### src/rtl/seo_regs.svh
`ifndef SEO_REGS_SVH
`define SEO_REGS_SVH

// ----------------------------------------------------------------------
// Register offsets
// ----------------------------------------------------------------------
`define SEO_ADDR_RST_TMO 8'h19
`define SEO_ADDR_WDI_CFG 8'h1D
`define SEO_ADDR_WDO_CFG 8'h1E
`define SEO_ADDR_CFG_A 8'h1F
`define SEO_ADDR_CFG_B 8'h20
`define SEO_ADDR_CFG_C 8'h21
`define SEO_ADDR_CFG_D 8'h22

// ----------------------------------------------------------------------
// Reset values and masks
// ----------------------------------------------------------------------
`define SEO_CFG_RESET 8'h00
`define SEO_CFG_D_WMASK 8'h3F
`define SEO_RST_TMO_MASK 8'h70
`define SEO_WDI_CFG_MASK 8'hF0
`define SEO_WDO_CFG_MASK 8'h03

// ----------------------------------------------------------------------
// Field positions and patterns
// ----------------------------------------------------------------------
`define SEO_TMO_LSB 4
`define SEO_WDI_LSB 4
`define SEO_WDO_LOW_BIT 7
`define SEO_WDO_PATTERN 3'h6
`define SEO_WDI_PATTERN 3'h7

// ----------------------------------------------------------------------
// Timing
// ----------------------------------------------------------------------
`define SEO_CLK_MHZ 25
`define SEO_TMO_BASE_US 25
`define SEO_TMO_BASE_CYC (`SEO_TMO_BASE_US * `SEO_CLK_MHZ)

`endif

### src/rtl/seo_pkg.sv
package seo_pkg;

   typedef enum logic [2:0] {
      SEO_MODE_OD_LOW = 3'b000,
      SEO_MODE_OD_HIGH = 3'b001,
      SEO_MODE_PP_LOW = 3'b010,
      SEO_MODE_PP_HIGH = 3'b011,
      SEO_MODE_TRACK = 3'b100,
      SEO_MODE_PUMP = 3'b101,
      SEO_MODE_RSV6 = 3'b110,
      SEO_MODE_RSV7 = 3'b111
   } seo_mode_t;

   typedef logic [2:0] seo_tmo_sel_t;

   typedef struct packed {
      logic pin_out;
      logic pin_oe_n;
      logic track;
      logic pump;
      logic rsv;
   } seo_drive_t;

endpackage

### src/rtl/seo_rst_if.sv
`timescale 1ns/1ps
interface seo_rst_if;
   import seo_pkg::*;
   logic mr_enable;
   logic mr_level;
   seo_tmo_sel_t tmo_sel;
   logic rst_hold;

   modport main (output mr_enable, output mr_level, output tmo_sel, input rst_hold);
   modport stretch (input mr_enable, input mr_level, input tmo_sel, output rst_hold);
endinterface

### src/rtl/seo_reset_stretch.sv
`timescale 1ns/1ps
`include "seo_regs.svh"
module seo_reset_stretch #(
   parameter int unsigned TMO_BASE_CYC = `SEO_TMO_BASE_CYC
) (
   input wire logic clk_sys_i,
   input wire logic reset_n_i,
   seo_rst_if.stretch rst_if
);
   import seo_pkg::*;

   localparam int CW = $clog2(TMO_BASE_CYC * 128 + 1);

   logic [CW-1:0] cnt_reg;
   logic hold_reg;
   logic [CW-1:0] limit;

   // Timeout doubles with each step of the select field.
   // timeout from select
   assign limit = CW'(TMO_BASE_CYC) << rst_if.tmo_sel;

   always_ff @(posedge clk_sys_i or negedge reset_n_i) begin
      if (!reset_n_i) begin
         cnt_reg <= '0;
         hold_reg <= 1'b0;
      end else if (rst_if.mr_enable && !rst_if.mr_level) begin
         cnt_reg <= '0;
         hold_reg <= 1'b1;
      end else if (hold_reg) begin
         if (cnt_reg >= limit - CW'(1)) begin
            hold_reg <= 1'b0;
            cnt_reg <= '0;
         end else begin
            cnt_reg <= cnt_reg + CW'(1);
         end
      end
   end

   assign rst_if.rst_hold = hold_reg;
endmodule

### src/rtl/seo_top.sv
`timescale 1ns/1ps
`include "seo_regs.svh"
module seo_top #(
   parameter int NUM_OUTPUTS = 12,
   parameter int unsigned TMO_BASE_CYC = `SEO_TMO_BASE_CYC
) (
   input wire logic clk_sys_i,
   input wire logic reset_n_i,
   // Register port.
   input wire logic reg_wr_i,
   input wire logic reg_rd_i,
   input wire logic [7:0] reg_addr_i,
   input wire logic [7:0] reg_wdata_i,
   output logic [7:0] reg_rdata_o,
   output logic reg_rvalid_o,
   // Enable requests from the sequencer, one per output.
   input wire logic [11:0] en_req_i,
   // Reset request from the sequencer and watchdog expiry.
   input wire logic seq_reset_req_i,
   input wire logic wd_expired_i,
   // Pin function select for pin four.
   input wire logic pin_four_is_mr_i,
   // General pins.
   input wire logic general_pin_four_i,
   input wire logic general_pin_five_i,
   output logic general_pin_six_o,
   output logic general_pin_six_oe_n_o,
   output logic watchdog_kick_in_o,
   output logic watchdog_kick_sel_o,
   // Reset output pin, open-drain active-low.
   output logic reset_out_o,
   output logic reset_out_oe_n_o,
   output logic reset_active_o,
   // Enable output pins.
   output logic [11:0] en_out_o,
   output logic [11:0] en_out_oe_n_o,
   output logic [3:0] track_drive_o,
   output logic [5:0] pump_drive_o,
   output logic [11:0] mode_reserved_o
);
   import seo_pkg::*;

   // ----------------------------------------------------------------------
   // Configuration registers
   // ----------------------------------------------------------------------
   logic [7:0] cfg_a_reg;
   logic [7:0] cfg_b_reg;
   logic [7:0] cfg_c_reg;
   logic [7:0] cfg_d_reg;
   logic [7:0] rst_tmo_reg;
   logic [7:0] wdi_cfg_reg;
   logic [7:0] wdo_cfg_reg;

   always_ff @(posedge clk_sys_i or negedge reset_n_i) begin
      if (!reset_n_i) begin
         cfg_a_reg <= `SEO_CFG_RESET;
         cfg_b_reg <= `SEO_CFG_RESET;
         cfg_c_reg <= `SEO_CFG_RESET;
         cfg_d_reg <= `SEO_CFG_RESET;
      end else if (reg_wr_i) begin
         unique case (reg_addr_i)
            `SEO_ADDR_CFG_A: begin
               cfg_a_reg <= reg_wdata_i;
            end
            `SEO_ADDR_CFG_B: begin
               cfg_b_reg <= reg_wdata_i;
            end
            `SEO_ADDR_CFG_C: begin
               cfg_c_reg <= reg_wdata_i;
            end
            `SEO_ADDR_CFG_D: begin
               cfg_d_reg <= reg_wdata_i & `SEO_CFG_D_WMASK;
            end
            default: begin
            end
         endcase
      end
   end

   // Only the fields used here are stored; other bits read as zero.
   always_ff @(posedge clk_sys_i or negedge reset_n_i) begin
      if (!reset_n_i) begin
         rst_tmo_reg <= `SEO_CFG_RESET;
         wdi_cfg_reg <= `SEO_CFG_RESET;
         wdo_cfg_reg <= `SEO_CFG_RESET;
      end else if (reg_wr_i) begin
         unique case (reg_addr_i)
            `SEO_ADDR_RST_TMO: begin
               rst_tmo_reg <= reg_wdata_i & `SEO_RST_TMO_MASK;
            end
            `SEO_ADDR_WDI_CFG: begin
               wdi_cfg_reg <= reg_wdata_i & `SEO_WDI_CFG_MASK;
            end
            `SEO_ADDR_WDO_CFG: begin
               wdo_cfg_reg <= reg_wdata_i & `SEO_WDO_CFG_MASK;
            end
            default: begin
            end
         endcase
      end
   end

   // ----------------------------------------------------------------------
   // Read back
   // ----------------------------------------------------------------------
   always_ff @(posedge clk_sys_i or negedge reset_n_i) begin
      if (!reset_n_i) begin
         reg_rdata_o <= 8'h00;
         reg_rvalid_o <= 1'b0;
      end else begin
         reg_rvalid_o <= reg_rd_i;
         if (reg_rd_i) begin
            unique case (reg_addr_i)
               `SEO_ADDR_CFG_A: begin
                  reg_rdata_o <= cfg_a_reg;
               end
               `SEO_ADDR_CFG_B: begin
                  reg_rdata_o <= cfg_b_reg;
               end
               `SEO_ADDR_CFG_C: begin
                  reg_rdata_o <= cfg_c_reg;
               end
               `SEO_ADDR_CFG_D: begin
                  reg_rdata_o <= cfg_d_reg;
               end
               `SEO_ADDR_RST_TMO: begin
                  reg_rdata_o <= rst_tmo_reg;
               end
               `SEO_ADDR_WDI_CFG: begin
                  reg_rdata_o <= wdi_cfg_reg;
               end
               `SEO_ADDR_WDO_CFG: begin
                  reg_rdata_o <= wdo_cfg_reg;
               end
               default: begin
                  reg_rdata_o <= 8'h00;
               end
            endcase
         end
      end
   end

   // ----------------------------------------------------------------------
   // Mode field extraction
   // ----------------------------------------------------------------------
   function automatic logic [2:0] chan_mode(input int idx, input logic [7:0] a,
                                            input logic [7:0] b, input logic [7:0] c,
                                            input logic [7:0] d);
      logic [2:0] m;
      m = 3'h0;
      unique case (idx)
         0: m = a[2:0];
         1: m = a[5:3];
         2: m = {b[0], a[7:6]};
         3: m = b[3:1];
         4: m = b[6:4];
         5: m = {c[1:0], b[7]};
         6: m = {1'b0, c[3:2]};
         7: m = {1'b0, c[5:4]};
         8: m = {1'b0, c[7:6]};
         9: m = {1'b0, d[1:0]};
         10: m = {1'b0, d[3:2]};
         11: m = {1'b0, d[5:4]};
         default: m = SEO_MODE_RSV7;
      endcase
      return m;
   endfunction

   // ----------------------------------------------------------------------
   // Pin drive decode
   // ----------------------------------------------------------------------
   function automatic seo_drive_t chan_drive(input int idx, input logic [2:0] code,
                                             input logic req);
      seo_drive_t dr;
      seo_mode_t m;
      dr = '{pin_out: 1'b0, pin_oe_n: 1'b1, track: 1'b0, pump: 1'b0, rsv: 1'b0};
      m = seo_mode_t'(code);
      unique case (m)
         SEO_MODE_OD_LOW: dr.pin_oe_n = !req;
         SEO_MODE_OD_HIGH: dr.pin_oe_n = req;
         SEO_MODE_PP_LOW: begin
            dr.pin_oe_n = 1'b0;
            dr.pin_out = !req;
         end
         SEO_MODE_PP_HIGH: begin
            dr.pin_oe_n = 1'b0;
            dr.pin_out = req;
         end
         SEO_MODE_TRACK: begin
            if (idx < 4) begin
               dr.track = req;
            end else begin
               dr.rsv = 1'b1;
            end
         end
         // charge pump on one to six
         SEO_MODE_PUMP: begin
            if (idx < 6) begin
               dr.pump = req;
            end else begin
               dr.rsv = 1'b1;
            end
         end
         SEO_MODE_RSV6, SEO_MODE_RSV7: dr.rsv = 1'b1;
      endcase
      if (dr.rsv || idx >= NUM_OUTPUTS) begin
         dr = '{pin_out: 1'b0, pin_oe_n: 1'b1, track: 1'b0, pump: 1'b0, rsv: 1'b1};
      end
      return dr;
   endfunction

   always_ff @(posedge clk_sys_i or negedge reset_n_i) begin
      seo_drive_t dr;
      if (!reset_n_i) begin
         en_out_o <= 12'h000;
         en_out_oe_n_o <= 12'hFFF;
         track_drive_o <= 4'h0;
         pump_drive_o <= 6'h00;
         mode_reserved_o <= 12'h000;
      end else begin
         for (int i = 0; i < 12; i++) begin
            dr = chan_drive(i, chan_mode(i, cfg_a_reg, cfg_b_reg, cfg_c_reg, cfg_d_reg),
                            en_req_i[i]);
            en_out_o[i] <= dr.pin_out;
            en_out_oe_n_o[i] <= dr.pin_oe_n;
            mode_reserved_o[i] <= dr.rsv;
            if (i < 4) begin
               track_drive_o[i] <= dr.track;
            end
            if (i < 6) begin
               pump_drive_o[i] <= dr.pump;
            end
         end
      end
   end

   // ----------------------------------------------------------------------
   // Pin synchronisers
   // ----------------------------------------------------------------------
   logic [1:0] pin_four_sync_reg;
   logic [1:0] pin_five_sync_reg;

   always_ff @(posedge clk_sys_i or negedge reset_n_i) begin
      if (!reset_n_i) begin
         pin_four_sync_reg <= 2'h3;
         pin_five_sync_reg <= 2'h0;
      end else begin
         pin_four_sync_reg <= {pin_four_sync_reg[0], general_pin_four_i};
         pin_five_sync_reg <= {pin_five_sync_reg[0], general_pin_five_i};
      end
   end

   // ----------------------------------------------------------------------
   // Manual reset and reset output
   // ----------------------------------------------------------------------
   seo_rst_if rst_if ();

   assign rst_if.mr_enable = pin_four_is_mr_i;
   assign rst_if.mr_level = pin_four_sync_reg[1];
   assign rst_if.tmo_sel = rst_tmo_reg[`SEO_TMO_LSB +: 3];

   seo_reset_stretch #(
      .TMO_BASE_CYC(TMO_BASE_CYC)
   ) u_stretch (
      .clk_sys_i(clk_sys_i),
      .reset_n_i(reset_n_i),
      .rst_if(rst_if.stretch)
   );

   always_ff @(posedge clk_sys_i or negedge reset_n_i) begin
      if (!reset_n_i) begin
         reset_out_o <= 1'b0;
         reset_out_oe_n_o <= 1'b0;
         reset_active_o <= 1'b1;
      end else begin
         reset_out_o <= 1'b0;
         reset_out_oe_n_o <= !(rst_if.rst_hold || seq_reset_req_i);
         reset_active_o <= rst_if.rst_hold || seq_reset_req_i;
      end
   end

   // ----------------------------------------------------------------------
   // Watchdog pins
   // ----------------------------------------------------------------------
   logic wdo_sel;
   logic wdi_sel;

   assign wdo_sel = ({wdo_cfg_reg[1:0], wdi_cfg_reg[`SEO_WDO_LOW_BIT]} == `SEO_WDO_PATTERN);
   assign wdi_sel = (wdi_cfg_reg[`SEO_WDI_LSB +: 3] == `SEO_WDI_PATTERN);

   always_ff @(posedge clk_sys_i or negedge reset_n_i) begin
      if (!reset_n_i) begin
         general_pin_six_o <= 1'b0;
         general_pin_six_oe_n_o <= 1'b1;
         watchdog_kick_in_o <= 1'b0;
         watchdog_kick_sel_o <= 1'b0;
      end else begin
         general_pin_six_o <= 1'b0;
         general_pin_six_oe_n_o <= !(wdo_sel && wd_expired_i);
         watchdog_kick_in_o <= wdi_sel && pin_five_sync_reg[1];
         watchdog_kick_sel_o <= wdi_sel;
      end
   end
endmodule
### config.mk
export PLATFORM = sky130hd
export DESIGN_NAME = seo_top
export DESIGN_NICKNAME = d
export VERILOG_FILES = /design/src/rtl/seo_pkg.sv /design/src/rtl/seo_rst_if.sv /design/src/rtl/seo_reset_stretch.sv /design/src/rtl/seo_top.sv
export VERILOG_INCLUDE_DIRS = /design/src /design/src/rtl
export SDC_FILE = /design/constraint.sdc
export NUM_CORES = 1
export LEC_CHECK = 0
export ABC_CLOCK_PERIOD_IN_PS = 7480
export BUFFER_PORTS_ARGS = -buffer_cell sky130_fd_sc_hd__buf_2
export CAP_MARGIN = 20
export CORE_MARGIN = 4
export CORE_UTILIZATION = 60
export DETAILED_ROUTE_END_ITERATION = 16
export PLACE_DENSITY_LB_ADDON = 0.12
export SLEW_MARGIN = 20
export SYNTH_ARGS = -nofsm -noshare
export SYNTH_HDL_FRONTEND = slang
export SYNTH_SLANG_ARGS = --single-unit
### constraint.sdc
create_clock -name clk_sys_i -period 7.48 [get_ports clk_sys_i]
set_input_delay 0.374 -clock clk_sys_i [delete_from_list [all_inputs] [get_ports clk_sys_i]]
set_output_delay 0.374 -clock clk_sys_i [all_outputs]
set_load 0.05 [all_outputs]
### Yosys cells after proc, flatten, opt, wreduce, memory -nomap -nowiden

Cells that the tools add are included.

| storage, ports and cells | value |
|---|---|
| register bits | 115 |
| input port bits | 37 |

| operators by class | value |
|---|---|
| add/subtract/negate cells | 2 |
| order comparisons | 1 |
| equal/unequal tests | 69 |
| shift-type cells | 1 |
| muxes and demuxes | 53 |
| reductions and logical operators | 57 |

Operator list:

| kind | count |
|---|---|
| $eq 3x3->1 const B | 26 |
| $pmux 8 s7 | 1 |
| $mux 17 | 3 |
| $eq 3x2->1 const B | 12 |
| $logic_not 3->1 | 12 |
| $pmux 1 s3 | 12 |
| $eq 8x5->1 const B | 4 |
| $reduce_or 2->1 | 16 |
| $mux 5 | 6 |
| $eq 2x2->1 const B | 12 |
| $eq 8x6->1 const B | 3 |
| $pmux 1 s2 | 12 |
| $mux 1 | 19 |
| $eq 3x1->1 const B | 6 |
| $add 17x1->17 const B | 1 |
| $ge 17x17->1 | 1 |
| $shl 10x3->17 const A | 1 |
| $sub 17x1->17 const B | 1 |
| $logic_not 1->1 | 15 |
| $reduce_and 2->1 | 7 |
| $eq 2x1->1 const B | 6 |
| $reduce_or 3->1 | 2 |
| $logic_and 1x1->1 | 3 |
| $reduce_bool 2->1 | 1 |
| $logic_or 1x1->1 | 1 |

### Depth between registers and ports, before layout

Gate-level depths: netlist of the first run.

| logic depth | value |
|---|---|
| word-level depth | 6 |
| gate-level depth with buffers | 19 |

### Modules after synthesis

A second synthesis of the first run with hierarchy kept.

| second synthesis, totals | value |
|---|---|
| cell total of the unflattened synthesis | 496 |
| area, all modules | 5665.4 µm² |

By module, submodules not included:

| module | instances | cells an instance | area an instance (µm²) | seq. area each (µm²) |
|---|---|---|---|---|
| seo_top | 1 | 296 | 3988.8 | 2447.3 |
| seo_reset_stretch | 1 | 200 | 1676.6 | 450.4 |

### Worst setup path after synthesis of the first run

Ideal clock, no wire load.

| path | value |
|---|---|
| kind | reg-to-reg |
| start | register rst_tmo_reg[5] |
| end | register u_stretch.cnt_reg[8] |
| library setup time | 0.101 ns |
| data arrival time | 3.412 ns |
| data required time | 7.379 ns |
| path slack | 3.967 ns |
| cell stages (with the launch flop) | 20 |
| path buffers | 4 |
| period minus slack after synthesis | 3.513 ns |
| cell sequence | dfrtp_1 > clkbuf_1 > inv_1 > ha_1 > clkbuf_1 > nand2_1 > ha_1 > nor2b_1 > a21oi_1 > nor2_1 > nor2_1 > a311oi_1 > ha_1 > a21oi_1 > o21ai_0 > a222oi_1 > buf_4 > buf_6 > nand4_1 > o311ai_2 |

| between the ends | value |
|---|---|
| cells in the longest elaborated chain, start to end | 6 |

RTL lines:

| what | line | RTL |
|---|---|---|
| from (decl) | seo_top.sv:50 | `logic [7:0] rst_tmo_reg;` |
| from (signal assigned) | seo_top.sv:83 | `` rst_tmo_reg <= `SEO_CFG_RESET; `` |
| from (signal assigned) | seo_top.sv:89 | `` rst_tmo_reg <= reg_wdata_i & `SEO_RST_TMO_MASK; `` |
| $shl 10x3->17 | seo_reset_stretch.sv:20 | `assign limit = CW'(TMO_BASE_CYC) << rst_if.tmo_sel;` |
| $sub 17x1->17 | seo_reset_stretch.sv:30 | `if (cnt_reg >= limit - CW'(1)) begin` |
| $ge 17x17->1 | seo_reset_stretch.sv:30 |  |
| $mux 17 | seo_reset_stretch.sv:30 |  |
| $mux 17 | seo_reset_stretch.sv:29 | `end else if (hold_reg) begin` |
| $mux 17 | seo_reset_stretch.sv:26 | `end else if (rst_if.mr_enable && !rst_if.mr_level) begin` |
| to (signal assigned) | seo_reset_stretch.sv:34 | `cnt_reg <= cnt_reg + CW'(1);` |
| to (decl) | seo_reset_stretch.sv:14 | `logic [CW-1:0] cnt_reg;` |

No other way between the ends. The select of a mux whose other input is x is not followed.
A chain may end at the register's enable or synchronous reset.

### Final worst setup path of the first run

| path | value |
|---|---|
| start | register rst_tmo_reg[4] |
| end | register u_stretch.cnt_reg[4] |

Same word-level chain as after synthesis.

==> impl_metrics.prom, run 1 <==
# TYPE chip_impl_metric gauge
chip_impl_info{name="synth_top_flop_cell",value="dfrtp_1"} 1
chip_impl_metric{name="fin_nets",unit=""} 662
chip_impl_metric{name="postCtsSetupBuffers",unit=""} 0
chip_impl_metric{name="netlist-cell-type-count",unit=""} 64
chip_impl_metric{name="floorplan.rows",unit=""} 35
chip_impl_metric{name="grt_pass1_wl",unit="um"} 21490
chip_impl_metric{name="clock_insertion_delay_worst_skew",unit="ps"} 510
chip_impl_metric{name="mappedNetlistArea",unit="mm^2"} 0.005617
chip_impl_metric{name="static-leakage-power",unit="nW"} 3.318
chip_impl_info{name="cp_top_family",value="simple AND/OR/NAND/NOR gates"} 1
chip_impl_metric{name="synth-async-reset-ratio",unit="%"} 100.0
chip_impl_metric{name="period_needed",unit="ps"} 3961
chip_impl_metric{name="multiInputGateArea",unit="mm^2"} 0.002501
chip_impl_metric{name="cp.buffers_inverters",unit=""} 1
chip_impl_metric{name="cts_made_buffers",unit=""} 17
chip_impl_metric{name="io_pins",unit=""} 99
chip_impl_metric{name="synth_sequential_area_ratio",unit="%"} 51.59
chip_impl_info{name="startpoint_type",value="flop"} 1
chip_impl_metric{name="period_share",unit="%"} 52.95
chip_impl_metric{name="finish.utilization",unit="%"} 73.62
chip_impl_metric{name="worst_vdd_ir",unit="mV"} 0.1575
chip_impl_metric{name="ys_seq_elements",unit=""} 115
chip_impl_info{name="synth_top_cells_by_count",value="dfrtp_1, mux2_2, nand2_1, nor2_1, inv_1"} 1
chip_impl_metric{name="clkSinkCount",unit=""} 115
chip_impl_metric{name="fin_skew",unit="ps"} 7.122
chip_impl_metric{name="die_outline_width",unit="um"} 104.8
chip_impl_info{name="tritoncts",value="built"} 1
chip_impl_metric{name="dieArea",unit="mm^2"} 0.01097
chip_impl_metric{name="n_antenna_cell",unit=""} 0
chip_impl_info{name="outcome",value="finished clean"} 1
chip_impl_metric{name="clock_path_buffers",unit=""} 2
chip_impl_metric{name="maxSlewViolCount",unit=""} 0
chip_impl_metric{name="largest_register_ffs",unit=""} 17
chip_impl_metric{name="max_cap_viol_count",unit=""} 0
chip_impl_metric{name="timing.critical_path.arrival",unit="ps"} 4410
chip_impl_metric{name="place.detailed.hpwl",unit="um"} 8850
chip_impl_info{name="top_cell_type_by_total_area_after_synthesis",value="dfrtp_1"} 1
chip_impl_metric{name="gr-total-overflow",unit=""} 0
chip_impl_metric{name="start_util",unit="%"} 61.07
chip_impl_metric{name="cellPowerDensity",unit="mW/mm^2"} 253.1
chip_impl_metric{name="max_stage_delay",unit="ps"} 610
chip_impl_info{name="worst_setup_path_end_kind",value="flop"} 1
chip_impl_metric{name="setup_violations",unit=""} 0
chip_impl_metric{name="fmax",unit="MHz"} 252.5
chip_impl_metric{name="drt_pre_antenna_iters",unit=""} 5
chip_impl_info{name="synth_most_common_cell",value="dfrtp_1"} 1
chip_impl_metric{name="post_drt_wl_per_cell",unit="um"} 17.96
chip_impl_metric{name="yosysWarningCount",unit=""} 0
chip_impl_metric{name="route.final.wire_length",unit="um"} 13020
chip_impl_metric{name="die_height",unit="um"} 104.8
chip_impl_metric{name="finalSetupTns",unit="ps"} 0
chip_impl_metric{name="synth_area_per_cell",unit="um^2"} 11.21
chip_impl_metric{name="cts_max_level",unit=""} 4
chip_impl_metric{name="crit_path_max_fanout",unit=""} 19
chip_impl_info{name="min_path_type",value="input pin to flop"} 1
chip_impl_metric{name="grt_max_degree",unit=""} 66
chip_impl_metric{name="area_growth",unit="%"} 20.54
chip_impl_metric{name="cts-resized-gates",unit=""} 0
chip_impl_metric{name="worst-slew-pin-transition",unit="ps"} 805.1
chip_impl_metric{name="post-route-cell-area",unit="mm^2"} 0.006770
chip_impl_metric{name="finalWeightedCongestion",unit=""} 0.9376
chip_impl_metric{name="slew_headroom",unit="%"} 46.32
chip_impl_metric{name="route.detailed.vias_per_inst",unit=""} 5.830
chip_impl_metric{name="grt_antenna_before_repair",unit=""} 0
chip_impl_info{name="timing.critical_path.cells",value="inv_1, ha_1, nor2_1, a21oi_1, nor3_1, o21ai_0, o211ai_1, o211ai_1, ha_1, a21oi_1, o21ai_0, a21oi_1, and2_1, and2_1, a22o_1"} 1
chip_impl_info{name="ys_top_cells_by_area",value="dfrtp_1, dfstp_2, mux2_2, ha_1, xor2_1"} 1
chip_impl_metric{name="design_power_total",unit="mW"} 1.713
chip_impl_metric{name="post-route-drc-count",unit=""} 0
chip_impl_info{name="rsz_0062_raised_after_global_routing",value="false"} 1
chip_impl_metric{name="number_of_standard_cells_after_synthesis",unit=""} 501
chip_impl_metric{name="core_area",unit="mm^2"} 0.009196
chip_impl_metric{name="globalRouteTotalUtil",unit="%"} 24.84
chip_impl_metric{name="vias",unit=""} 4227
chip_impl_metric{name="first_global_vias",unit=""} 4169
chip_impl_info{name="critPathSlowestCell",value="and2_1"} 1
chip_impl_metric{name="clkSlewWorstSetupHoldPaths",unit="ps"} 60
chip_impl_metric{name="layout-drive-gt1-share",unit="%"} 32.41
chip_impl_metric{name="num-fill-cells",unit=""} 635
chip_impl_metric{name="portBuffers",unit=""} 90
chip_impl_metric{name="drt_first_iter_violations",unit=""} 277
chip_impl_info{name="cts_root_buf",value="clkbuf_8"} 1
chip_impl_metric{name="antenna_left",unit=""} 0
chip_impl_metric{name="synthDominantCellAreaShare",unit="%"} 44.11
chip_impl_metric{name="synth-edff-count",unit=""} 0
chip_impl_info{name="timing.setup.critical_path_class",value="flop to flop"} 1
chip_impl_metric{name="finalHoldViolCount",unit=""} 0
chip_impl_metric{name="footprint_of_the_flip_flops_and_latches",unit="mm^2"} 0.002898
chip_impl_info{name="cp_common_cell",value="a21oi_1"} 1
chip_impl_metric{name="required",unit="ps"} 7930
chip_impl_metric{name="ctsHoldBuffers",unit=""} 3
chip_impl_metric{name="total_placed_instance_area",unit="mm^2"} 0.006115
[worst reg2reg max path, stage by stage (launching register included)]
cell and delay [ps]:
dfrtp_1 500, inv_1 180, ha_1 280, nor2_1 270
a21oi_1 110, nor3_1 210, o21ai_0 240, o211ai_1 230
o211ai_1 120, ha_1 200, a21oi_1 140, o21ai_0 100
a21oi_1 230, and2_1 610, and2_1 320, a22o_1 160
[through the flow]
stage | hold WS, ps | worst slack [ps] | cells
3_5_place_dp | 345.6 | 3573 | 689
3_3_place_gp | 332.7 | 3747 | 689
2_1_floorplan | 78.41 | 3967 | 508
5_1_grt | 72.27 | 3029 | 725
4_1_cts | 71.71 | 3550 | 724
6_report | 80.39 | 3519 | 725
[cell usage in the layout (no fill, tap or decap), types with 5 or more instances in the layout]
cell and count:
dfrtp_1 99, buf_2 89, mux2_2 37, nand2_1 34, nor2_1 31, inv_1 29
ha_1 24, xor2_1 16, clkbuf_16 16, dfstp_2 16, o21ai_0 15, a21oi_1 13
nand3_1 11, nor3_1 10, nand2b_1 9, nor3b_1 9, a22oi_1 9, conb_1 8
o22ai_1 7, and2_1 7, a22o_1 7, a31oi_1 7, mux2i_1 6, o21bai_1 6
nand4_1 6, a21o_1 6, clkinv_4 5
[layout make-up]
type	instances	share of cell area, %
sequential	115	42.80
multi-input combinational	342	36.94
timing repair buffer	96	7.466
clock buffer	19	6.524
clock inverter	13	2.606
tap	111	2.051
inverter	29	1.608
[power by group]
| part | internal (mW) | leakage [nW] | switching (mW) |
|---|---|---|---|
| registers | 0.658 | 1.53 | 0.0308 |
| clock network | 0.531 | 0.293 | 0.305 |
| logic | 0.0654 | 1.50 | 0.124 |
| total | 1.25 | 3.32 | 0.460 |
[final timing paths]
| path | from | endpoint | slack [ps] | cells past startpoint |
|---|---|---|---|---|
| worst max-delay path | rst_tmo_reg[4] | u_stretch.cnt_reg[4] | 3520 | 15 |
| worst min-delay path | wd_expired_i | general_pin_six_oe_n_o | 80 | 2 |
| worst max register to register | rst_tmo_reg[4] | u_stretch.cnt_reg[4] | 3520 | 15 |
| worst min register to register | pin_five_sync_reg[0] | pin_five_sync_reg[1] | 360 | 0 |
| max in group asynchronous | reset_n_i | rst_tmo_reg[5] | 5790 | 3 |
| min in group asynchronous | reset_n_i | u_stretch.cnt_reg[10] | 440 | 2 |
[kinds of logic after synthesis]
kind of cell	synth area share, %
and+or+nand+nor	14.72
DFF	51.59
AOI/OAI and AO/OA	12.23
buffers and inverters	4.344
muxes	8.888
adders and majority gates	5.346
xor gates and xnor gates	2.807
other	0.06677
[layer usage]
| metal | track usage (%) | wire length (um) | vias up |
|---|---|---|---|
| li1 | - | - | 1992 |
| met1 | 34.13 | 5832 | 2061 |
| met2 | 38.91 | 6249 | 156 |
| met3 | 5.991 | 733 | 18 |
| met4 | 8.435 | 203 | 0 |
| met5 | 0 | 0 | - |
(Power assumes the default switching activity.)
==> run 2: changes to the inputs <==
--- a/config.mk
+++ b/config.mk
@@ -6,11 +6,12 @@
 export SDC_FILE = /design/constraint.sdc
 export NUM_CORES = 1
 export LEC_CHECK = 0
-export ABC_CLOCK_PERIOD_IN_PS = 7480
+export ABC_AREA = 1
+export ABC_CLOCK_PERIOD_IN_PS = 4000
 export BUFFER_PORTS_ARGS = -buffer_cell sky130_fd_sc_hd__buf_2
 export CAP_MARGIN = 20
 export CORE_MARGIN = 4
-export CORE_UTILIZATION = 60
+export CORE_UTILIZATION = 56
 export DETAILED_ROUTE_END_ITERATION = 16
 export PLACE_DENSITY_LB_ADDON = 0.12
 export SLEW_MARGIN = 20
==> constraint.sdc (replaced) <==
create_clock -name clk_sys_i -period 4 [get_ports clk_sys_i]
set_input_delay 0.2 -clock clk_sys_i [delete_from_list [all_inputs] [get_ports clk_sys_i]]
set_output_delay 0.2 -clock clk_sys_i [all_outputs]
set_load 0.05 [all_outputs]
==> impl_metrics.prom, run 2 <==
# TYPE chip_impl_metric gauge
chip_impl_info{name="outcome",value="finished clean"} 1
chip_impl_info{name="synth_top_cells_by_count",value="nand2_1, dfrtp_1, inv_1, nor2_1, nand3_1"} 1
chip_impl_metric{name="worst_vdd_ir",unit="mV"} 0.2602
chip_impl_metric{name="postCtsSetupBuffers",unit=""} 0
chip_impl_metric{name="netlist-cell-type-count",unit=""} 40
chip_impl_info{name="ys_top_cells_by_area",value="dfrtp_1, nand2_1, dfstp_2, ha_1, inv_1"} 1
chip_impl_metric{name="synth_sequential_area_ratio",unit="%"} 50.20
chip_impl_metric{name="synth-edff-count",unit=""} 0
chip_impl_metric{name="max_cap_viol_count",unit=""} 0
chip_impl_metric{name="clkSinkCount",unit=""} 115
chip_impl_metric{name="synth-async-reset-ratio",unit="%"} 100.0
chip_impl_metric{name="finalHoldViolCount",unit=""} 0
chip_impl_metric{name="required",unit="ps"} 4430
chip_impl_metric{name="place.detailed.hpwl",unit="um"} 10100
chip_impl_info{name="synth_top_flop_cell",value="dfrtp_1"} 1
chip_impl_metric{name="worst_hold_path.num_cells",unit=""} 3
chip_impl_metric{name="slew_headroom",unit="%"} 58.04
chip_impl_metric{name="clock_insertion_delay_worst_skew",unit="ps"} 520
chip_impl_metric{name="static-leakage-power",unit="nW"} 3.569
chip_impl_info{name="min_path_type",value="input pin to flop"} 1
chip_impl_metric{name="route.final.wire_length",unit="um"} 13630
chip_impl_metric{name="crit_path_max_fanout",unit=""} 10
chip_impl_metric{name="r2r.worst_path.cells",unit=""} 18
chip_impl_metric{name="fin_nets",unit=""} 837
chip_impl_metric{name="design_power_total",unit="mW"} 3.199
chip_impl_metric{name="finalWeightedCongestion",unit=""} 0.9223
chip_impl_metric{name="clock_path_buffers",unit=""} 2
chip_impl_metric{name="largest_register_ffs",unit=""} 17
chip_impl_metric{name="io_pins",unit=""} 99
chip_impl_metric{name="post-route-cell-area",unit="mm^2"} 0.007089
chip_impl_metric{name="period_needed",unit="ps"} 3298
chip_impl_info{name="cts_root_buf",value="clkbuf_8"} 1
chip_impl_metric{name="start_util",unit="%"} 58.26
chip_impl_metric{name="clkSlewWorstSetupHoldPaths",unit="ps"} 60
chip_impl_info{name="timing.setup.critical_path_class",value="flop to flop"} 1
chip_impl_metric{name="die_height",unit="um"} 109.5
chip_impl_metric{name="ctsHoldBuffers",unit=""} 18
chip_impl_metric{name="p_int",unit="mW"} 2.327
chip_impl_metric{name="first_global_vias",unit=""} 4596
chip_impl_metric{name="total_placed_instance_area",unit="mm^2"} 0.006320
chip_impl_metric{name="worst-slew-pin-transition",unit="ps"} 629.4
chip_impl_metric{name="cellPowerDensity",unit="mW/mm^2"} 451.2
chip_impl_metric{name="route.detailed.vias_per_inst",unit=""} 5.188
chip_impl_info{name="startpoint_type",value="flop"} 1
chip_impl_info{name="mostFrequentLayoutCells",value="nand2_1, dfrtp_1, buf_2, inv_1, nor2_1"} 1
chip_impl_info{name="synth_most_common_cell",value="nand2_1"} 1
chip_impl_metric{name="total_switching_power",unit="uW"} 872.0
chip_impl_metric{name="drt_first_iter_violations",unit=""} 271
chip_impl_metric{name="n_antenna_cell",unit=""} 0
chip_impl_metric{name="power.share.sequential",unit="%"} 40.4
chip_impl_metric{name="timing.critical_path.arrival",unit="ps"} 3730
chip_impl_metric{name="period_share",unit="%"} 82.45
chip_impl_metric{name="area_growth",unit="%"} 22.80
chip_impl_info{name="mostFrequentLayoutCell",value="nand2_1"} 1
chip_impl_metric{name="share_clk_of_total_power",unit="%"} 46.9
chip_impl_metric{name="portBuffers",unit=""} 90
chip_impl_metric{name="cts_made_buffers",unit=""} 17
chip_impl_metric{name="power.share.switching",unit="%"} 27.26
chip_impl_metric{name="post_drt_wl_per_cell",unit="um"} 14.78
chip_impl_metric{name="dieArea",unit="mm^2"} 0.01200
chip_impl_metric{name="antenna_left",unit=""} 0
chip_impl_metric{name="globalRouteTotalUtil",unit="%"} 24.11
chip_impl_info{name="rsz_0062_raised_after_global_routing",value="false"} 1
chip_impl_metric{name="grt_antenna_before_repair",unit=""} 0
chip_impl_info{name="tritoncts",value="built"} 1
chip_impl_metric{name="die_outline_width",unit="um"} 109.5
chip_impl_metric{name="grt_max_degree",unit=""} 52
chip_impl_metric{name="power_frac_comb",unit="%"} 12.7
chip_impl_metric{name="vias",unit=""} 4783
chip_impl_metric{name="post-route-drc-count",unit=""} 0
chip_impl_metric{name="grt_pass1_wl",unit="um"} 22240
chip_impl_metric{name="cts-resized-gates",unit=""} 0
chip_impl_metric{name="synth_area_per_cell",unit="um^2"} 8.787
chip_impl_metric{name="fin_skew",unit="ps"} 7.450
chip_impl_metric{name="drt_pre_antenna_iters",unit=""} 5
chip_impl_metric{name="cts_max_level",unit=""} 4
chip_impl_metric{name="yosysWarningCount",unit=""} 0
chip_impl_metric{name="floorplan.rows",unit=""} 36
chip_impl_metric{name="setup_violations",unit=""} 0
chip_impl_metric{name="finalSetupTns",unit="ps"} 0
chip_impl_info{name="worst_setup_path_end_kind",value="flop"} 1
chip_impl_metric{name="maxSlewViolCount",unit=""} 0
chip_impl_metric{name="mappedNetlistArea",unit="mm^2"} 0.005773
chip_impl_metric{name="ys_seq_elements",unit=""} 115
chip_impl_metric{name="fmax",unit="MHz"} 303.2
chip_impl_metric{name="number_of_standard_cells_after_synthesis",unit=""} 657
chip_impl_metric{name="core_area",unit="mm^2"} 0.009910
chip_impl_info{name="top_cell_type_by_total_area_after_synthesis",value="dfrtp_1"} 1
chip_impl_metric{name="num-fill-cells",unit=""} 779
chip_impl_metric{name="layout-drive-gt1-share",unit="%"} 21.29
chip_impl_metric{name="synthDominantCellAreaShare",unit="%"} 42.91
chip_impl_metric{name="gr-total-overflow",unit=""} 0
run 2: worst max-delay path: stages, from the launching register on:
cell and delay (ps):
dfrtp_1 500, inv_1 140, ha_1 290, nand2_1 140
ha_1 190, nand3_1 140, nor3_2 190, nand2_1 90
xnor2_1 130, ha_1 310, nand2_1 70, inv_1 60
nand2_1 70, nand2_1 50, a21oi_1 150, nand2_1 70
nand2_1 190, nand3_2 230, o21bai_1 200
run 2: cells by family (layout without fill, tap and decap cells):
logic type | Yosys count | after routing | share of synthesized area, %
buf+inv | 95 | 220 | 7.044
compound gates | 90 | 90 | 9.124
fa+ha+maj | 24 | 24 | 5.202
other cells | 1 | 8 | 0.06496
xor+xnor | 34 | 34 | 5.158
simple gates | 298 | 298 | 23.21
flops | 115 | 115 | 50.20
run 2: power groups by stage:
stage	clock network [mW]	registers, mW	logic (mW)
3_3_place_gp	0	1.30	0.375
6_report	1.50	1.29	0.406
2_1_floorplan	0	1.37	0.208
5_1_grt	1.57	1.30	0.450
4_1_cts	1.52	1.29	0.409
3_5_place_dp	0	1.31	0.393
run 2: metal layers:
metal | track usage (%) | up-vias | routed length (um)
met4 | 7.124 | 0 | 194
met3 | 5.167 | 16 | 886
met5 | 0 | - | 0
met2 | 37.45 | 162 | 6324
met1 | 34.21 | 2268 | 6219
li1 | - | 2337 | -
run 2: worst paths after layout:
| kind | startpoint | end | slack [ps] |
|---|---|---|---|
| min | reg_wdata_i[7] | cfg_c_reg[7] | 30 |
| max | rst_tmo_reg[4] | u_stretch.cnt_reg[4] | 700 |
| max reg2reg | rst_tmo_reg[4] | u_stretch.cnt_reg[4] | 700 |
| min reg2reg | pin_five_sync_reg[0] | pin_five_sync_reg[1] | 360 |
| max in group asynchronous | reset_n_i | rst_tmo_reg[6] | 2970 |
| min in group asynchronous | reset_n_i | u_stretch.cnt_reg[6] | 110 |
run 2: final cells by class:
| cell class | instances | area (um^2) | share of cell area (%) |
|---|---|---|---|
| Tap cell | 133 | 166.4 | 2.347 |
| Multi-Input combinational cell | 454 | 2495 | 35.19 |
| Clock buffer | 20 | 435.4 | 6.142 |
| Timing Repair Buffer | 110 | 648.1 | 9.142 |
| Sequential cell | 115 | 2898 | 40.88 |
| Inverter | 78 | 292.8 | 4.130 |
| Clock inverter | 12 | 153.9 | 2.171 |
run 2: stage by stage:
stage / util (%) / instances / hold WS (ps) / setup slack (ps)
6_report: 71.54 / 922 / 25.60 / 701.9
5_1_grt: 71.54 / 922 / 31.11 / 346.0
4_1_cts: 71.54 / 922 / 14.73 / 672.4
3_5_place_dp: 63.78 / 872 / 109.5 / 707.5
3_3_place_gp: 63.78 / 872 / 105.8 / 940.0
2_1_floorplan: - / 664 / -95.59 / 1099
==> run 3: changes to the inputs <==
--- a/config.mk
+++ b/config.mk
@@ -7,7 +7,7 @@
 export NUM_CORES = 1
 export LEC_CHECK = 0
 export ABC_AREA = 1
-export ABC_CLOCK_PERIOD_IN_PS = 4000
+export ABC_CLOCK_PERIOD_IN_PS = 3310
 export BUFFER_PORTS_ARGS = -buffer_cell sky130_fd_sc_hd__buf_2
 export CAP_MARGIN = 20
 export CORE_MARGIN = 4
==> constraint.sdc (replaced) <==
create_clock -name clk_sys_i -period 3.31 [get_ports clk_sys_i]
set_input_delay 0.1655 -clock clk_sys_i [delete_from_list [all_inputs] [get_ports clk_sys_i]]
set_output_delay 0.1655 -clock clk_sys_i [all_outputs]
set_load 0.05 [all_outputs]
==> impl_metrics.prom, run 3 (synthesis results as in run 2) <==
# TYPE chip_impl_metric gauge
chip_impl_info{name="outcome",value="finished clean"} 1
chip_impl_metric{name="drt_first_iter_violations",unit=""} 309
chip_impl_metric{name="n_antenna_cell",unit=""} 0
chip_impl_metric{name="period_needed",unit="ps"} 3005
chip_impl_metric{name="cellPowerDensity",unit="mW/mm^2"} 528.5
chip_impl_metric{name="required",unit="ps"} 3740
chip_impl_metric{name="postCtsSetupBuffers",unit=""} 0
chip_impl_metric{name="worst_hold_path.num_cells",unit=""} 3
chip_impl_metric{name="r2r.worst_path.cells",unit=""} 18
chip_impl_info{name="tritoncts",value="built"} 1
chip_impl_metric{name="clock_insertion_delay_worst_skew",unit="ps"} 520
chip_impl_metric{name="first_global_vias",unit=""} 4698
chip_impl_info{name="critPathSlowestCell",value="dfrtp_2"} 1
chip_impl_metric{name="p_int",unit="mW"} 2.764
chip_impl_info{name="timing.critical_path.cells",value="inv_2, ha_1, nand2_1, ha_1, nand3_1, nor3_2, nand2_1, xnor2_1, ha_1, nand2_1, inv_1, nand2_1, nand2_1, a21oi_1, nand2_1, nand2_2, nand3_4, o21bai_1"} 1
chip_impl_metric{name="period_share",unit="%"} 90.78
chip_impl_metric{name="clkSinkCount",unit=""} 115
chip_impl_metric{name="share_clk_of_total_power",unit="%"} 45.2
chip_impl_metric{name="finalHoldViolCount",unit=""} 0
chip_impl_metric{name="layout-drive-gt1-share",unit="%"} 20.91
chip_impl_metric{name="route.final.wire_length",unit="um"} 13610
chip_impl_metric{name="grt_antenna_before_repair",unit=""} 0
chip_impl_info{name="cp_common_cell",value="nand2_1"} 1
chip_impl_info{name="min_path_type",value="input pin to flop"} 1
chip_impl_metric{name="total_switching_power",unit="uW"} 988.7
chip_impl_info{name="timing.setup.critical_path_class",value="flop to flop"} 1
chip_impl_metric{name="maxSlewViolCount",unit=""} 0
chip_impl_metric{name="total_placed_instance_area",unit="mm^2"} 0.006332
chip_impl_metric{name="drt_pre_antenna_iters",unit=""} 6
chip_impl_metric{name="fmax",unit="MHz"} 332.8
chip_impl_metric{name="antenna_left",unit=""} 0
chip_impl_metric{name="power.share.sequential",unit="%"} 41.5
chip_impl_metric{name="portBuffers",unit=""} 90
chip_impl_metric{name="gr-total-overflow",unit=""} 0
chip_impl_metric{name="crit_path_max_fanout",unit=""} 10
chip_impl_metric{name="post-route-drc-count",unit=""} 0
chip_impl_metric{name="finish.utilization",unit="%"} 71.67
chip_impl_metric{name="area_growth",unit="%"} 23.02
chip_impl_info{name="min_to",value="cfg_c_reg[3]"} 1
chip_impl_metric{name="floorplan.rows",unit=""} 36
chip_impl_metric{name="die_height",unit="um"} 109.5
chip_impl_metric{name="worst-slew-pin-transition",unit="ps"} 684.6
chip_impl_info{name="worstReg2RegEnd",value="u_stretch.cnt_reg[10]"} 1
chip_impl_metric{name="setup_violations",unit=""} 0
chip_impl_metric{name="power.share.switching",unit="%"} 26.34
chip_impl_metric{name="grt_pass1_wl",unit="um"} 22220
chip_impl_metric{name="io_pins",unit=""} 99
chip_impl_metric{name="dpl_worst_slack",unit="ps"} 108.7
chip_impl_metric{name="final_cells",unit=""} 922
chip_impl_metric{name="fin_ws",unit="ps"} 305.3
chip_impl_info{name="mostFrequentLayoutCell",value="nand2_1"} 1
chip_impl_metric{name="post-route-cell-area",unit="mm^2"} 0.007102
chip_impl_metric{name="start_util",unit="%"} 58.26
chip_impl_metric{name="globalRouteTotalUtil",unit="%"} 24.14
chip_impl_info{name="worst_setup_path_end_kind",value="flop"} 1
chip_impl_metric{name="dpl.cell_count",unit=""} 872
chip_impl_metric{name="reg2reg_setup_slack",unit="ps"} 310
chip_impl_metric{name="cts_max_level",unit=""} 4
chip_impl_metric{name="cp.buffers_inverters",unit=""} 2
chip_impl_metric{name="vias",unit=""} 4751
chip_impl_metric{name="finalWeightedCongestion",unit=""} 0.8954
chip_impl_info{name="hold_start",value="reg_wdata_i[3]"} 1
chip_impl_metric{name="post_drt_wl_per_cell",unit="um"} 14.76
chip_impl_metric{name="fin_nets",unit=""} 840
chip_impl_info{name="rsz_0062_raised_after_global_routing",value="true"} 1
chip_impl_metric{name="power_frac_comb",unit="%"} 13.3
chip_impl_metric{name="static-leakage-power",unit="nW"} 3.560
chip_impl_metric{name="worst_vdd_ir",unit="mV"} 0.3638
chip_impl_metric{name="dieArea",unit="mm^2"} 0.01200
chip_impl_metric{name="timing.critical_path.arrival",unit="ps"} 3430
chip_impl_metric{name="fin_skew",unit="ps"} 6.498
chip_impl_info{name="rr_startpoint",value="rst_tmo_reg[5]"} 1
chip_impl_info{name="cp_top_family",value="simple AND/OR/NAND/NOR gates"} 1
chip_impl_info{name="mostFrequentLayoutCells",value="nand2_1, dfrtp_1, buf_2, inv_1, nor2_1"} 1
chip_impl_metric{name="slew_headroom",unit="%"} 54.36
chip_impl_metric{name="core_area",unit="mm^2"} 0.009910
chip_impl_metric{name="place.detailed.hpwl",unit="um"} 10010
chip_impl_metric{name="die_outline_width",unit="um"} 109.5
chip_impl_metric{name="clock_path_buffers",unit=""} 2
chip_impl_metric{name="clkSlewWorstSetupHoldPaths",unit="ps"} 50
chip_impl_metric{name="max_cap_viol_count",unit=""} 0
chip_impl_metric{name="cts_made_buffers",unit=""} 17
chip_impl_metric{name="route.detailed.vias_per_inst",unit=""} 5.153
chip_impl_metric{name="max_stage_delay",unit="ps"} 440
chip_impl_metric{name="grt_max_degree",unit=""} 63
chip_impl_info{name="startpoint_type",value="flop"} 1
chip_impl_info{name="cts_root_buf",value="clkbuf_8"} 1
chip_impl_metric{name="largest_register_ffs",unit=""} 17
run 3: cell types whose count changed in the layout (fill, tap and decap cells not counted), moves of 2 or more:
| cell | change |
|---|---|
| clkinv_2 | -2 |
| dlygate4sd3_1 | +3 |
| inv_6 | -2 |
| clkbuf_8 | +2 |
| clkinv_4 | -3 |
| clkbuf_1 | +2 |
run 3: how the worst max path moves through the flow:
stage	from	to	slack (ps)	depth (start not counted)
finish	rst_tmo_reg[5]	u_stretch.cnt_reg[10]	310	18
global route	rst_tmo_reg[5]	u_stretch.cnt_reg[9]	-20	16
CTS	rst_tmo_reg[5]	u_stretch.cnt_reg[10]	40	18
detailed placement	rst_tmo_reg[5]	u_stretch.cnt_reg[13]	110	18
global placement	rst_tmo_reg[5]	u_stretch.cnt_reg[8]	330	18
floorplan	rst_tmo_reg[4]	u_stretch.cnt_reg[10]	410	19
run 3: stage by stage:
stage / setup TNS [ps] / total power [mW] / hold WS, ps
finish: 0 / 3.753 / 19.04
global route: -28.93 / 3.905 / 17.70
CTS: 0 / 3.769 / 2.953
detailed placement: 0 / 2.055 / 246.1
global placement: 0 / 2.033 / 236.6
floorplan: 0 / 1.904 / -130.1
run 3: layout make-up:
| class | count | area [um^2] |
|---|---|---|
| inverter | 78 | 292.8 |
| multi-input combinational | 454 | 2505 |
| clock buffer | 24 | 470.5 |
| timing repair buffer | 113 | 690.7 |
| clock inverter | 5 | 77.57 |
| sequential | 115 | 2899 |
| tap | 133 | 166.4 |
| fill | 785 | 2808 |
run 3: power groups by stage:
| stage | clock [mW] | combinational (mW) | sequential, mW |
|---|---|---|---|
| after floorplan | 0 | 0.252 | 1.65 |
| after global placement | 0 | 0.457 | 1.58 |
| after detailed placement | 0 | 0.477 | 1.58 |
| after CTS | 1.71 | 0.501 | 1.56 |
| after global routing | 1.78 | 0.557 | 1.57 |
| final | 1.69 | 0.500 | 1.56 |
run 3: worst reg2reg max path: stages (launching register included):
cell	delay, ps
dfrtp_2	440
inv_2	90
ha_1	250
nand2_1	140
ha_1	200
nand3_1	140
nor3_2	180
nand2_1	90
xnor2_1	130
ha_1	300
nand2_1	60
inv_1	60
nand2_1	60
nand2_1	40
a21oi_1	150
nand2_1	80
nand2_2	150
nand3_4	160
o21bai_1	190
run 3: layer usage:
layer	GRT usage, %	routed length (um)	up-vias
met5	0	0	-
met4	7.480	172	0
met3	5.931	972	20
met2	38.45	6446	188
met1	32.78	6019	2205
li1	-	-	2338
run 3: what timing repair did:
action	4_1_cts	5_1_grt
gates resized for setup	0	3
hold buffers	21	0
setup endpoints to repair	0	11
hold endpoints to repair	93	0
